`src/hw/fpi_pkg.sv`:
```
/*
  Shared constants, types and the instruction classifier for the FP pipeline interface.
  Assumes one system clock shared with the integer unit and a fixed 32-bit instruction field layout.
*/
package fpi_pkg;

  // ==========================================================================
  // Sizes and timing
  localparam int unsigned Q_DEPTH = 4;
  localparam int unsigned Q_LAT   = 3;
  localparam int unsigned REG_AW  = 5;

  // ==========================================================================
  // Instruction fields and opcodes
  localparam int unsigned   OP3_LO = 19;
  localparam int unsigned   RD_LO  = 25;
  localparam int unsigned   RS1_LO = 14;
  localparam int unsigned   RS2_LO = 0;
  localparam int unsigned   OPF_LO = 5;
  localparam logic [1:0]    OP_MEM = 2'h3;
  localparam logic [1:0]    OP_ALU = 2'h2;
  localparam logic [5:0]    OP3_LDS = 6'h20, OP3_LDST = 6'h21, OP3_LDD = 6'h23;
  localparam logic [5:0]    OP3_STS = 6'h24, OP3_STST = 6'h25, OP3_STQ = 6'h26, OP3_STD = 6'h27;
  localparam logic [5:0]    OP3_ARITH = 6'h34, OP3_CMP = 6'h35;
  localparam logic [8:0]    OPF_MOV = 9'h001, OPF_NEG = 9'h005, OPF_ABS = 9'h009;
  localparam logic [8:0]    OPF_CMP = 9'h051, OPF_CMPE = 9'h055;

  // ==========================================================================
  // Status register layout
  localparam int unsigned   ST_FCC_LO = 10;
  localparam int unsigned   ST_QNE    = 13;
  localparam int unsigned   ST_TT_LO  = 14;
  localparam logic [31:0]   ST_RESET  = 32'h0000_0000;
  localparam logic [2:0]    TT_UNIMP  = 3'h3;
  localparam logic [1:0]    FCC_EQ = 2'h0, FCC_LT = 2'h1, FCC_GT = 2'h2;

  // ==========================================================================
  // Types
  typedef enum logic [3:0] {
    K_NONE = 4'h0, K_LDS = 4'h1, K_LDD = 4'h2, K_LDST = 4'h3, K_STS = 4'h4,
    K_STD = 4'h5, K_STST = 4'h6, K_STQ = 4'h7, K_CMP = 4'h8, K_ARITH = 4'h9
  } fpi_kind_t;

  typedef enum logic [1:0] {
    CMP_IDLE = 2'h0, CMP_CALC = 2'h1, CMP_POST = 2'h2, CMP_TRAP = 2'h3
  } fpi_cmp_t;

  typedef struct packed {
    logic [31:0] addr;
    logic [31:0] instr;
  } fpi_pair_t;

  typedef struct packed {
    logic      vld;
    fpi_kind_t kind;
    fpi_pair_t pair;
  } fpi_stage_t;

  typedef struct packed {
    fpi_pair_t   pair;
    logic [31:0] opb;
  } fpi_qent_t;

  localparam fpi_stage_t STAGE_IDLE = '0;

  function automatic fpi_kind_t fpi_decode(input logic [31:0] ins);
    logic [5:0] op3;
    fpi_kind_t  k;
    op3 = ins[OP3_LO +: 6];
    k   = K_NONE;
    if (ins[31:30] == OP_MEM) begin
      case (op3)
        OP3_LDS:  k = K_LDS;
        OP3_LDD:  k = K_LDD;
        OP3_LDST: k = K_LDST;
        OP3_STS:  k = K_STS;
        OP3_STD:  k = K_STD;
        OP3_STST: k = K_STST;
        OP3_STQ:  k = K_STQ;
        default:  k = K_NONE;
      endcase
    end else if (ins[31:30] == OP_ALU && op3 == OP3_ARITH) begin
      k = K_ARITH;
    end else if (ins[31:30] == OP_ALU && op3 == OP3_CMP) begin
      k = K_CMP;
    end
    return k;
  endfunction

endpackage

```
`src/hw/fpi_pipe.sv`:
```
/*
  Pipeline side of the FP unit facing the integer unit: fetch capture, dispatch,
  load/store/arith/compare stage sequencing, queue, pipe hold and flush.
  Assumes all inputs are synchronous to core_clk_i and the data bus wire is resolved outside.
*/
`timescale 1ns/100ps
module fpi_pipe #(
  parameter int unsigned QDEPTH = fpi_pkg::Q_DEPTH,
  parameter int unsigned QLAT   = fpi_pkg::Q_LAT
) (
  input  wire logic        core_clk_i,
  input  wire logic        rstn_i,
  input  wire logic [31:0] addr_i,
  input  wire logic [31:0] data_i,
  output logic      [31:0] data_o,
  output logic             data_oe_o,
  input  wire logic        inst_fetch_i,
  input  wire logic        dispatch_strobe_a_i,
  input  wire logic        dispatch_strobe_b_i,
  input  wire logic        flush_i,
  input  wire logic        memory_data_strobe_n_i,
  input  wire logic        mem_hold_a_n_i,
  input  wire logic        mem_hold_b_n_i,
  input  wire logic        bus_hold_n_i,
  input  wire logic        copro_hold_n_i,
  input  wire logic        copro_cond_valid_i,
  output logic             fpu_pipe_hold_n_o,
  output logic             fp_cond_valid_o,
  output logic      [1:0]  fp_cond_codes_o,
  output logic             fp_exc_o
);
  import fpi_pkg::*;

  localparam int unsigned CW = $clog2(QDEPTH + 1);
  localparam int unsigned LW = $clog2(QLAT + 1);

  // ==========================================================================
  // State
  fpi_pair_t   buf_q;
  logic [31:0] addr_prev_q, status_q, opa_q, opb_q, ld_hi_q, ld_lo_q, dout_q;
  logic        buf_vld_q, fetch_seen_q, w_first_q, hold_n_q, ccv_q, exc_q, doe_q, q_exc_q;
  logic [1:0]  fcc_q;
  logic [LW-1:0] lat_q;
  fpi_stage_t  e_q, w_q, h1_q, h2_q, e_d, w_d, h1_d, h2_d;
  fpi_cmp_t    cmp_q, cmp_d;
  fpi_kind_t   buf_kind, hold_kind;

  // ==========================================================================
  // Hold and dispatch qualification
  wire logic mem_hold = !mem_hold_a_n_i || !mem_hold_b_n_i || !bus_hold_n_i;
  wire logic hold_any = mem_hold || !copro_hold_n_i || !hold_n_q || !ccv_q || !copro_cond_valid_i;
  wire logic advance  = !hold_any;
  // Either strobe launches; both at once never happens, so a plain OR is enough
  wire logic strobe   = dispatch_strobe_a_i || dispatch_strobe_b_i;
  wire logic accept   = strobe && buf_vld_q && !flush_i && !hold_any;
  wire logic refill   = !memory_data_strobe_n_i && fetch_seen_q;

  assign buf_kind = fpi_decode(buf_q.instr);

  // ==========================================================================
  // Stage movement; flush empties every stage not yet queued
  wire logic w_is_mem = w_q.vld && (w_q.kind != K_NONE) && (w_q.kind < K_CMP);
  wire logic h1_two   = h1_q.vld && (h1_q.kind == K_LDD || h1_q.kind == K_STD || h1_q.kind == K_STQ);
  wire logic w_arith  = w_q.vld && (w_q.kind == K_ARITH);
  wire logic q_push   = w_arith && w_first_q && !flush_i;

  assign e_d  = flush_i ? STAGE_IDLE : accept ? fpi_stage_t'{1'b1, buf_kind, buf_q}
              : advance ? STAGE_IDLE : e_q;
  assign w_d  = flush_i ? STAGE_IDLE : advance ? e_q : q_push ? STAGE_IDLE : w_q;
  assign h1_d = flush_i ? STAGE_IDLE : advance ? (w_is_mem ? w_q : STAGE_IDLE) : h1_q;
  assign h2_d = flush_i ? STAGE_IDLE : advance ? (h1_two ? h1_q : STAGE_IDLE) : h2_q;

  // ==========================================================================
  // Register file read: addresses follow the instruction now in or entering E
  fpi_stage_t  rd_src;
  logic [31:0] rs_ins, ra_data, rb_data;
  logic [REG_AW-1:0] ra_addr, rb_addr;
  wire logic   rd_store = rd_src.kind inside {K_STS, K_STD};
  assign rd_src  = accept ? e_d : e_q;
  assign rs_ins  = rd_src.pair.instr;
  assign ra_addr = rd_store ? {rs_ins[RD_LO+1 +: REG_AW-1], rs_ins[RD_LO] & (rd_src.kind == K_STS)}
                 : rs_ins[RS1_LO +: REG_AW];
  assign rb_addr = rd_store ? {rs_ins[RD_LO+1 +: REG_AW-1], 1'b1} : rs_ins[RS2_LO +: REG_AW];

  // ==========================================================================
  // Queue execution runs on its own; pipe holds do not reach it
  fpi_qent_t   q_head;
  logic [CW-1:0] q_count;
  logic        q_empty;
  wire logic [8:0] q_opf = q_head.pair.instr[OPF_LO +: 9];
  wire logic   q_run    = !q_empty && !q_exc_q;
  wire logic   q_done   = q_run && (lat_q == LW'(QLAT));
  wire logic   q_unimp  = !(q_opf == OPF_MOV || q_opf == OPF_NEG || q_opf == OPF_ABS);
  wire logic   ld_w1    = h1_q.vld && h1_q.kind == K_LDS && !flush_i;
  wire logic   ld_w2    = h2_q.vld && h2_q.kind == K_LDD && !flush_i;
  wire logic   stq_pop  = advance && h1_q.vld && h1_q.kind == K_STQ && !flush_i;
  // A queued result waits a cycle rather than fight a load for the write port
  wire logic   q_ok     = q_done && !q_unimp && !ld_w1 && !ld_w2 && !stq_pop;
  wire logic   q_pop    = q_ok || stq_pop;
  wire logic   q_exc_d  = (q_done && q_unimp) || (q_exc_q && !q_empty);
  wire logic [31:0] q_res = (q_opf == OPF_NEG) ? {~q_head.opb[31], q_head.opb[30:0]}
                          : (q_opf == OPF_ABS) ? {1'b0, q_head.opb[30:0]} : q_head.opb;

  wire logic [REG_AW-1:0] ld_rd = h2_q.vld ? {h2_q.pair.instr[RD_LO+1 +: REG_AW-1], 1'b0}
                                  : h1_q.pair.instr[RD_LO +: REG_AW];
  wire logic [REG_AW-1:0] q_rd  = q_head.pair.instr[RD_LO +: REG_AW];

  fpi_queue #(
    .W     ($bits(fpi_qent_t)),
    .DEPTH (QDEPTH)
  ) u_queue (
    .clk_i   (core_clk_i),
    .rstn_i  (rstn_i),
    .push_i  (q_push),
    .data_i  (fpi_qent_t'{w_q.pair, opb_q}),
    .pop_i   (q_pop),
    .head_o  (q_head),
    .count_o (q_count),
    .empty_o (q_empty)
  );

  fpi_regfile #(
    .AW (REG_AW),
    .DW (32)
  ) u_regs (
    .clk_i     (core_clk_i),
    .ra_addr_i (ra_addr),
    .rb_addr_i (rb_addr),
    .ra_data_o (ra_data),
    .rb_data_o (rb_data),
    .wa_en_i   (ld_w1 || ld_w2 || q_ok),
    .wa_addr_i (q_ok ? q_rd : ld_rd),
    .wa_data_i (q_ok ? q_res : ld_hi_q),
    .wb_en_i   (ld_w2),
    .wb_addr_i ({ld_rd[REG_AW-1:1], 1'b1}),
    .wb_data_i (ld_lo_q)
  );

  // ==========================================================================
  // Pipe hold: queue-full and queue-empty checks on the instruction in or entering E
  wire logic w_pend = w_arith && w_first_q;
  wire logic short  = (int'(q_count) + int'(w_pend)) >= int'(QDEPTH);
  // Exception mode drops the hold, otherwise a stuck queue would lock the pipe
  wire logic dep    = !q_exc_q && (((hold_kind == K_ARITH) && short)
                    || ((hold_kind == K_LDST || hold_kind == K_STST) && (!q_empty || w_pend)));
  assign hold_kind  = accept ? buf_kind : e_q.vld ? e_q.kind : K_NONE;

  // ==========================================================================
  // Compare sequencing
  wire logic [8:0] e_opf   = e_q.pair.instr[OPF_LO +: 9];
  wire logic cmp_start     = advance && e_q.vld && e_q.kind == K_CMP && !flush_i;
  wire logic cmp_impl      = (e_opf == OPF_CMP) || (e_opf == OPF_CMPE);
  wire logic sgn_diff      = opa_q[31] != opb_q[31];
  wire logic mag_lt        = opa_q[31] ? (opa_q[30:0] > opb_q[30:0]) : (opa_q[30:0] < opb_q[30:0]);
  wire logic cmp_lt        = sgn_diff ? opa_q[31] : mag_lt;
  wire logic [1:0] cmp_res = (opa_q == opb_q) ? FCC_EQ : cmp_lt ? FCC_LT : FCC_GT;

  always_comb begin
    cmp_d = cmp_q;
    case (cmp_q)
      CMP_IDLE: begin
        if (cmp_start) begin
          cmp_d = cmp_impl ? CMP_CALC : CMP_TRAP;
        end
      end
      CMP_CALC: begin
        cmp_d = flush_i ? CMP_IDLE : CMP_POST;
      end
      CMP_POST: begin
        cmp_d = CMP_IDLE;
      end
      CMP_TRAP: begin
        if (flush_i) begin
          cmp_d = CMP_IDLE;
        end
      end
      default: begin
        cmp_d = CMP_IDLE;
      end
    endcase
  end

  // ==========================================================================
  // Data bus drive for stores; the mid-cycle switch points map onto clock edges
  wire logic st_first  = advance && !flush_i && e_q.vld && (e_q.kind inside {K_STS, K_STD, K_STST, K_STQ});
  wire logic st_second = advance && !flush_i && w_q.vld && (w_q.kind == K_STD || w_q.kind == K_STQ);
  wire logic [31:0] status_rd = {status_q[31:ST_QNE+1], !q_empty, status_q[ST_QNE-1:0]};
  wire logic [31:0] first_w   = (e_q.kind == K_STST) ? status_rd
                              : (e_q.kind == K_STQ) ? q_head.pair.addr : ra_data;
  wire logic [31:0] second_w  = (w_q.kind == K_STQ) ? q_head.pair.instr : opb_q;
  wire logic        doe_d     = flush_i ? 1'b0 : advance ? (st_first || st_second) : doe_q;

  // ==========================================================================
  // Fetch capture
  always_ff @(posedge core_clk_i or negedge rstn_i) begin
    if (!rstn_i) begin
      addr_prev_q  <= '0;
      buf_q        <= '0;
      buf_vld_q    <= 1'b0;
      fetch_seen_q <= 1'b0;
    end else begin
      addr_prev_q <= addr_i;
      if (!mem_hold) begin
        fetch_seen_q <= inst_fetch_i;
      end
      if (inst_fetch_i) begin
        buf_q     <= fpi_pair_t'{addr_prev_q, data_i};
        buf_vld_q <= 1'b1;
      end else if (refill) begin
        buf_q.instr <= data_i;
        buf_vld_q   <= 1'b1;
      end else if (mem_hold && fetch_seen_q) begin
        buf_vld_q <= 1'b0;
      end
    end
  end

  // ==========================================================================
  // Pipeline stages and operand capture
  always_ff @(posedge core_clk_i or negedge rstn_i) begin
    if (!rstn_i) begin
      e_q       <= STAGE_IDLE;
      w_q       <= STAGE_IDLE;
      h1_q      <= STAGE_IDLE;
      h2_q      <= STAGE_IDLE;
      w_first_q <= 1'b0;
      opa_q     <= '0;
      opb_q     <= '0;
      ld_hi_q   <= '0;
      ld_lo_q   <= '0;
    end else begin
      e_q       <= e_d;
      w_q       <= w_d;
      h1_q      <= h1_d;
      h2_q      <= h2_d;
      w_first_q <= advance && e_q.vld && !flush_i;
      if (advance) begin
        opa_q <= ra_data;
        opb_q <= rb_data;
      end
      if (w_q.vld && (w_q.kind inside {K_LDS, K_LDD, K_LDST})) begin
        ld_hi_q <= data_i;
      end
      if (h1_q.vld && h1_q.kind == K_LDD) begin
        ld_lo_q <= data_i;
      end
    end
  end

  // ==========================================================================
  // Queue latency, status register and handshake outputs
  always_ff @(posedge core_clk_i or negedge rstn_i) begin
    if (!rstn_i) begin
      lat_q    <= '0;
      q_exc_q  <= 1'b0;
      status_q <= ST_RESET;
      cmp_q    <= CMP_IDLE;
      fcc_q    <= FCC_EQ;
      ccv_q    <= 1'b1;
      hold_n_q <= 1'b1;
      exc_q    <= 1'b0;
      doe_q    <= 1'b0;
      dout_q   <= '0;
    end else begin
      lat_q   <= (!q_run || q_pop) ? '0 : (q_done ? lat_q : LW'(lat_q + 1'b1));
      q_exc_q <= q_exc_d;
      cmp_q   <= cmp_d;
      ccv_q   <= (cmp_d == CMP_IDLE);
      if (cmp_q == CMP_CALC && !flush_i) begin
        fcc_q <= cmp_res;
      end
      if (h1_q.vld && h1_q.kind == K_LDST && !flush_i) begin
        status_q <= ld_hi_q;
      end else if (cmp_q == CMP_POST && !flush_i) begin
        status_q[ST_FCC_LO +: 2] <= fcc_q;
      end else if (q_done && q_unimp) begin
        status_q[ST_TT_LO +: 3] <= TT_UNIMP;
      end
      hold_n_q <= !(dep && !flush_i);
      exc_q    <= q_exc_d || (cmp_d == CMP_TRAP);
      doe_q    <= doe_d;
      if (st_first) begin
        dout_q <= first_w;
      end else if (st_second) begin
        dout_q <= second_w;
      end
    end
  end

  assign data_o            = dout_q;
  assign data_oe_o         = doe_q;
  assign fpu_pipe_hold_n_o = hold_n_q;
  assign fp_cond_valid_o   = ccv_q;
  assign fp_cond_codes_o   = fcc_q;
  assign fp_exc_o          = exc_q;
endmodule

```
`src/hw/fpi_regfile.sv`:
```
/*
  Floating-point register file: two registered read ports, two write ports.
  Assumes callers never need read-during-write bypass; port b wins on a shared address.
*/
`timescale 1ns/100ps
module fpi_regfile #(
  parameter int unsigned AW = 5,
  parameter int unsigned DW = 32
) (
  input  wire logic          clk_i,
  input  wire logic [AW-1:0] ra_addr_i,
  input  wire logic [AW-1:0] rb_addr_i,
  output logic      [DW-1:0] ra_data_o,
  output logic      [DW-1:0] rb_data_o,
  input  wire logic          wa_en_i,
  input  wire logic [AW-1:0] wa_addr_i,
  input  wire logic [DW-1:0] wa_data_i,
  input  wire logic          wb_en_i,
  input  wire logic [AW-1:0] wb_addr_i,
  input  wire logic [DW-1:0] wb_data_i
);
  logic [DW-1:0] mem_q [2**AW];

  // ==========================================================================
  // Storage
  always_ff @(posedge clk_i) begin
    ra_data_o <= mem_q[ra_addr_i];
    rb_data_o <= mem_q[rb_addr_i];
    if (wa_en_i) begin
      mem_q[wa_addr_i] <= wa_data_i;
    end
    if (wb_en_i) begin
      mem_q[wb_addr_i] <= wb_data_i;
    end
  end
endmodule

```
`src/hw/fpi_queue.sv`:
```
/*
  FP queue: in-order store of operations under execution.
  Assumes the owner never pushes when full; the pipe hold prevents it.
*/
`timescale 1ns/100ps
module fpi_queue #(
  parameter int unsigned W     = 96,
  parameter int unsigned DEPTH = 4
) (
  input  wire logic                         clk_i,
  input  wire logic                         rstn_i,
  input  wire logic                         push_i,
  input  wire logic [W-1:0]                 data_i,
  input  wire logic                         pop_i,
  output logic      [W-1:0]                 head_o,
  output logic      [$clog2(DEPTH+1)-1:0]   count_o,
  output logic                              empty_o
);
  localparam int unsigned PW = (DEPTH > 1) ? $clog2(DEPTH) : 1;
  localparam int unsigned CW = $clog2(DEPTH + 1);
  logic [W-1:0]  ent_q [DEPTH];
  logic [PW-1:0] rd_q, wr_q;
  logic [CW-1:0] cnt_q;
  wire logic     do_push = push_i && (cnt_q != CW'(DEPTH));
  wire logic     do_pop  = pop_i && (cnt_q != '0);

  assign head_o  = ent_q[rd_q];
  assign count_o = cnt_q;
  assign empty_o = (cnt_q == '0);

  // ==========================================================================
  // Pointers wrap explicitly so any depth works
  always_ff @(posedge clk_i or negedge rstn_i) begin
    if (!rstn_i) begin
      rd_q  <= '0;
      wr_q  <= '0;
      cnt_q <= '0;
    end else begin
      if (do_push) begin
        wr_q <= (wr_q == PW'(DEPTH - 1)) ? '0 : PW'(wr_q + 1'b1);
      end
      if (do_pop) begin
        rd_q <= (rd_q == PW'(DEPTH - 1)) ? '0 : PW'(rd_q + 1'b1);
      end
      cnt_q <= CW'(cnt_q + CW'(do_push) - CW'(do_pop));
    end
  end

  always_ff @(posedge clk_i) begin
    if (do_push) begin
      ent_q[wr_q] <= data_i;
    end
  end
endmodule

```
`config.mk`:
```
export PLATFORM = sky130hd
export DESIGN_NAME = fpi_pipe
export DESIGN_NICKNAME = d
export VERILOG_FILES = /design/src/hw/fpi_pkg.sv /design/src/hw/fpi_pipe.sv /design/src/hw/fpi_regfile.sv /design/src/hw/fpi_queue.sv
export SDC_FILE = /design/constraint.sdc
export NUM_CORES = 2
export LEC_CHECK = 0
export BUFFER_PORTS_ARGS = -buffer_cell sky130_fd_sc_hd__buf_4
export CAP_MARGIN = 0
export CORE_UTILIZATION = 31
export DETAILED_ROUTE_END_ITERATION = 12
export PLACE_DENSITY = 0.48
export SYNTH_ARGS = -nofsm -noshare
export SYNTH_HDL_FRONTEND = slang
export SYNTH_SLANG_ARGS = --single-unit
```
`constraint.sdc`:
```
create_clock -name core_clk_i -period 11.1 [get_ports core_clk_i]
set_clock_uncertainty 0.05 [all_clocks]
set_input_delay 0.555 -clock core_clk_i [delete_from_list [all_inputs] [get_ports core_clk_i]]
set_output_delay 0.555 -clock core_clk_i [all_outputs]
set_load 0.01 [all_outputs]
```
Word-level counts from Yosys, hierarchy flattened

Memory sizes are Yosys's and may differ from the RTL's. A register that Yosys moved wholly into a read port is not among the register bits.
Cells that the tools add are included.
W data, S select, Z words.

$add $sub $neg: 6
Multiply operators: 0
Div/mod/pow operators: 0
Order comparisons: 4
Eq/ne operators: 52
Shift-type cells: 0
Muxes and demuxes: 62
Bitwise gates (word level): 2
Reductions and logical operators: 104

Operator list:

| cell                 | count |
|---|---|
| $mux W69             | 12 |
| $mux W32             | 10 |
| $mux W68             | 1 |
| $eq A6 B6 Y1 const B | 9 |
| $logic_and A1 B1 Y1  | 49 |
| $eq A4 B3 Y1 const B | 11 |
| $eq A32 B32 Y1       | 1 |
| $gt A31 B31 Y1       | 1 |
| $lt A31 B31 Y1       | 1 |
| $eq A4 B2 Y1 const B | 6 |
| $mux W2              | 12 |
| $logic_or A1 B1 Y1   | 23 |
| $pmux W3 S7          | 1 |
| $mux W4              | 5 |
| $mux W5              | 4 |
| $eq A9 B7 Y1 const B | 2 |
| $logic_not A1 Y1     | 18 |
| $eq A2 B2 Y1 const B | 8 |
| $mux W1              | 13 |
| $eq A4 B4 Y1 const B | 3 |
| $reduce_bool A2 Y1   | 5 |
| $eq A9 B1 Y1 const B | 1 |
| $eq A9 B3 Y1 const B | 1 |
| $eq A9 B4 Y1 const B | 1 |
| other kinds (22)     | 32 |

Register bits after elaboration: 551
Bits in latches: 0
RAM bits: 1408
Memory bits (read-only): 0
Input bits: 76
Output and inout bits: 38
Word-level logic and storage cells: 272
Memories: 2

Memory list:

| name          | depth | width | read ports | clocked after memory_dff | wr ports | line              | text |
|---|---|---|---|---|---|---|---|
| u_regs.mem_q  | 32    | 32    | 2          | 2                        | 2        | fpi_regfile.sv:22 | `logic [DW-1:0] mem_q [2**AW];` |
| u_queue.ent_q | 4     | 96    | 1          | 0                        | 1        | fpi_queue.sv:21   | `logic [W-1:0] ent_q [DEPTH];` |

Longest topological paths before layout

Depth in word-level cells: 17
Gate-level depth with buffers: 15
Mapped depth without buffers: 12

Cells and area by module

Synthesis repeated with hierarchy kept, for this count alone.

Cells, all modules: 7038
Area, all modules: 96646.4 sq um

Modules (own cells, without submodules):

| module      | instances | cells an instance | area each (sq um) | seq. area each (sq um) |
|---|---|---|---|---|
| fpi_regfile | 1         | 4819              | 62905.3           | 32030.7 |
| fpi_pipe    | 1         | 1679              | 19464.9           | 11463.5 |
| fpi_queue   | 1         | 540               | 14276.2           | 11706.2 |

Worst setup path before layout

Ideal clock, no wire load.

Kind: flip-flop to flip-flop
Start point: register u_queue.rd_q[0]
End point: memory u_regs.mem_q[27][0] (enable)
Setup time: 466 ps
Arrival: 5141 ps
Data required time: 10584 ps
Path slack: 5444 ps
Cell stages (with the launch flop): 14
Period minus slack after synthesis: 5656 ps
Path through: dfrtp_1 -> buf_6 -> buf_2 -> mux4_2 -> nand2_1 -> nand3_2 -> or3_4 -> nand2b_1 -> buf_6 -> nand3_1 -> o21ai_0 -> or2_2 -> clkbuf_1 -> o21ai_0

RTL lines:

| what                   | line              | text |
|---|---|---|
| start, declared        | fpi_queue.sv:22   | `logic [PW-1:0] rd_q, wr_q;` |
| start signal, assigned | fpi_queue.sv:43   | `rd_q <= (rd_q == PW'(DEPTH - 1)) ? '0 : PW'(rd_q + 1'b1);` |
| end, declared          | fpi_regfile.sv:22 |  |

Worst setup path after layout

Start point: register ccv_q (netlist: fp_cond_valid_o)
End point: register u_regs.ra_data_o[25], read port of u_regs.mem_q

Cells in the longest elaborated chain, start to end: 11
Elaborated cells on any way between the ends: 14
Classes of those cells: eq/ne: 2; mux: 5; bitwise: 1; reduce/logical: 6

Ends and longest elaborated chain:

| what                                                | line                           | text |
|---|---|---|
| start, declared                                     | fpi_pipe.sv:41                 | `logic buf_vld_q, fetch_seen_q, w_first_q, hold_n_q, ccv_q, exc_q, doe_q, q_exc_q;` |
| start signal, assigned                              | fpi_pipe.sv:268                | `ccv_q <= (cmp_d == CMP_IDLE);` |
| $logic_not A1 Y1 (*)                                | fpi_pipe.sv:51                 | `wire logic hold_any = mem_hold \|\| !copro_hold_n_i \|\| !hold_n_q \|\| !ccv_q \|\| !copro_cond_valid_i;` |
| $logic_or A1 B1 Y1 (*) (2 in a row)                 | fpi_pipe.sv:51                 |  |
| $logic_not A1 Y1                                    | fpi_pipe.sv:55                 | `wire logic accept = strobe && buf_vld_q && !flush_i && !hold_any;` |
| $logic_and A1 B1 Y1                                 | fpi_pipe.sv:55                 |  |
| $mux W69 (2 in a row)                               | fpi_pipe.sv:67                 | `assign e_d = flush_i ? STAGE_IDLE : accept ? fpi_stage_t'{1'b1, buf_kind, buf_q}` |
| $mux W68 (*)                                        | fpi_pipe.sv:79                 | `assign rd_src = accept ? e_d : e_q;` |
| $eq A4 B3 Y1 (on tied branches)                     | fpi_pipe.sv:78, fpi_pipe.sv:81 |  |
| $and A1 B1 Y1 or $reduce_bool A2 Y1 (tied branches) | fpi_pipe.sv:81, fpi_pipe.sv:78 |  |
| $mux W5 (*)                                         | fpi_pipe.sv:81                 | `assign ra_addr = rd_store ? {rs_ins[RD_LO+1 +: REG_AW-1], rs_ins[RD_LO] & (rd_src.kind == K_STS)}` |
| end, declared                                       | fpi_regfile.sv:13              | `output logic [DW-1:0] ra_data_o,` |

Every way passes the cells marked *; elsewhere a longest branch is shown, timed or not.
A chain may end at the register's enable or synchronous reset.

==> run metrics <==
Die ar. 293000 sq um; worst r2r path cells 12; max-slew violations 0; Post-DP HPWL 192000 um; clk sink count 1937; leakage power 38.1 nW; Worst Setup Start Kind flop; max_slew headroom 12.0%; DIE HEIGHT 541 um; total track usage 22.9%; yosys warns 0; syn avg cell area 11.9 sq um; core area 289000 sq um; unrepaired setup endpoints after global routing no; Post-synth EDFFs 1408; WP data arrival 6.70 ns; Area Growth Syn to Fin 14.0%; CP Max Fanout 65; Avg WL per Cell 29.7 um; TritonCTS Buffers 210; synth top area cells edfxtp_1, dfrtp_1, mux2_2; Top FF cell, synth edfxtp_1; drc violations 0; Worst Max-Slew Pin Slew 1.30 ns; status finished, final reports clean; largest net degree at the start of global routing 187; first-pass GRT wire length 481000 um; largest family of logic cells by synthesized area simple AND/OR/NAND/NOR gates; Clk Latency, worst-skew pair 0.86 ns; antenna violations before repair 29; async set-reset flop share out of synthesis 24.0%; fmax 164 MHz; setup violators final 0; total power draw 15.8 mW; Reg clk slew, reported paths 0.06 ns; critical path class reg -> reg; nets 7617; CTS H-tree depth 4; count of input and output buffers 113; maxcap violations 0; Simple-Gate Fraction of Synth Area 14.2%; crit path from fp_cond_valid_o; DR iter-0 viols 9114; root buffer cell clkbuf_16; Reg2Reg Launch Point fp_cond_valid_o; post-cts sizing count 0; register-to-register setup slack 5.01 ns; Final min period 6.09 ns; vias in the first global route 62600; Post-Synth XOR/XNOR Area 0.0292%; Setup Total Neg Slack 0 ns; GRT busiest layer met2; grt ovf 0; post-synth top area share 46.9%; compound-cell area share of the yosys netlist 7.36%; Yosys reg bits 1937; crit path to u_regs.ra_data_o[25]; GPL Wtd Cong 0.859; critical path data required time 11.72 ns; cell taking the most area after synthesis edfxtp_1; Reg-to-Reg End u_regs.ra_data_o[25]; worst hold stages 2; Post-Synthesis Cell Area 90100 sq um; Rows 197; I/O Pins 114; crit share post-route 54.8%; Mapped Cells 7569; share of layout cells above drive strength 1 19.3%; most frequent cell after synthesis nand2_1; Vias 65200; Via density 5.64; mux share of post-synthesis cell area 13.6%; Routed Antenna Nets 0; synth unique cells 79; Syn Nets 7686; routed wire length 344000 um; worst hold path type in -> reg; M3 GR Usage 4.63%; Clock Path Buffers 3; Worst Setup End Kind flop; met1 Use GR 32.8%; global-route met2 utilization 34.5%; Final Hold Fails 0; hold_sp data_i[17]; Die W 541 um; commonest cells in the netlist nand2_1, edfxtp_1, mux2_2; CTS tree done; P per Cell Area 154 nW/um^2; Initial Util 31.2%; drt first pass iters 8; Max VDD drop 0.000143 V; Adder-Cell Fraction of Synth Area 0.578%; sequential fraction of the synthesis area 61.2%
-- placed cells by master, fill, tap and decap left out, types with 9 or more instances in the layout --
| master | instances |
|---|---|
| and3_1 | 133 |
| o22ai_1 | 36 |
| o311ai_0 | 29 |
| nor3_1 | 10 |
| edfxtp_1 | 1408 |
| a31oi_1 | 228 |
| a22oi_1 | 92 |
| a21boi_0 | 32 |
| nand2_1 | 1927 |
| nor2_1 | 57 |
| clkbuf_8 | 35 |
| mux2_2 | 671 |
| dfrtp_1 | 460 |
| mux2_4 | 32 |
| buf_12 | 13 |
| nor2_4 | 37 |
| clkinv_2 | 29 |
| clkbuf_1 | 54 |
| nor4_1 | 33 |
| mux2i_1 | 208 |
| a21oi_1 | 184 |
| or4_1 | 34 |
| o21ai_0 | 110 |
| inv_1 | 50 |
| clkbuf_16 | 217 |
| buf_4 | 246 |
| mux4_2 | 96 |
| nor2b_1 | 11 |
| a22o_1 | 196 |
| ha_1 | 40 |
| dlygate4sd3_1 | 61 |
| dfxtp_1 | 64 |
| o22ai_4 | 9 |
| clkinv_1 | 30 |
| nand3_1 | 573 |
| nand4_1 | 46 |
| a21o_1 | 19 |
-- area by class of cell --
class                   instances  area [sq um]
diodes                          4          10.0
clock buffers                 306          6110
clock inverters                89           729
fillers                     28200        186000
inverters                      50           188
multi-input cells            4980         32900
flip-flops and latches       1937         55200
well taps                    3880          4850
repair buffers                321          2730
-- repair_timing --
item / 4_1_cts / 5_1_grt
setup buffers: 0 / 0
hold buffers: 61 / 0
hold endpoints to repair: 205 / 0
-- worst max-delay path, stage by stage (launching register included) --
cell and delay (ns):
dfstp_2 0.56, nand4_4 0.18, nor4_4 0.31, buf_4 0.66, nor2_1 0.19, and3b_4 0.46, buf_4 0.72, buf_4 0.77
nand2_1 0.12, nand3_1 0.11, a21oi_1 0.13, or4_1 0.57, nor4_1 0.88
-- sequential cells by signal, indices dropped and copies added, names as in the netlist, 3 cells and up --
signal,count
e_q,60
u_queue.ent_q,384
ld_lo_q,32
h2_q,9
ld_hi_q,32
buf_q,64
status_q,31
h1_q,10
u_regs.ra_data_o,32
opa_q,32
e_opf,9
opb_q,32
w_q,69
u_queue.count_o,3
u_regs.rb_data_o,32
u_regs.mem_q,1024
data_o,32
addr_prev_q,32
-- how the worst min path moves through the flow --
stage                     end
2_1_floorplan  addr_prev_q[0]
3_3_place_gp         opb_q[0]
3_5_place_dp         opb_q[0]
4_1_cts               w_q[65]
5_1_grt           ld_hi_q[17]
6_report          ld_hi_q[17]
-- metal layers --
layer  up-vias  routed length (um)
li1      27700                   -
met1     33500              148000
met2      3499              150000
met3       541               34400
met4         6               11500
met5         -                  36
-- power breakdown --
group          leakage, nW  total, mW  switching [mW]  internal (mW)
Sequential            19.9       8.05           0.158           7.89
Combinational         14.9      0.729           0.445          0.284
Clock                 3.35       7.05            3.05           4.00
Total                 38.1       15.8            3.65           12.2
-- cell families (layout without fill, tap and decap cells) --
group,after synthesis,after routing
AOI/OAI and AO/OA,983,983
xor gates and xnor gates,3,3
adders and majority gates,41,41
buffers and inverters,652,766
DFF,1937,1937
muxes,1007,1007
other,0,4
and+or+nand+nor,2946,2946
-- per-stage QoR --
stage | hold WS (ns) | util (%) | cells | setup slack [ns] | cell area, sq um
2_1_floorplan | 0.209 | - | 7569 | 5.44 | 90100
3_3_place_gp | 0.363 | 33.0 | 11100 | 4.91 | 95200
3_5_place_dp | 0.372 | 33.0 | 11100 | 4.91 | 95200
4_1_cts | 0.00907 | 35.6 | 11600 | 5.15 | 103000
5_1_grt | 0.0196 | 35.6 | 11600 | 4.86 | 103000
6_report | 0.0136 | 35.6 | 11600 | 5.01 | 103000
Power figures use the tool's default switching activity.
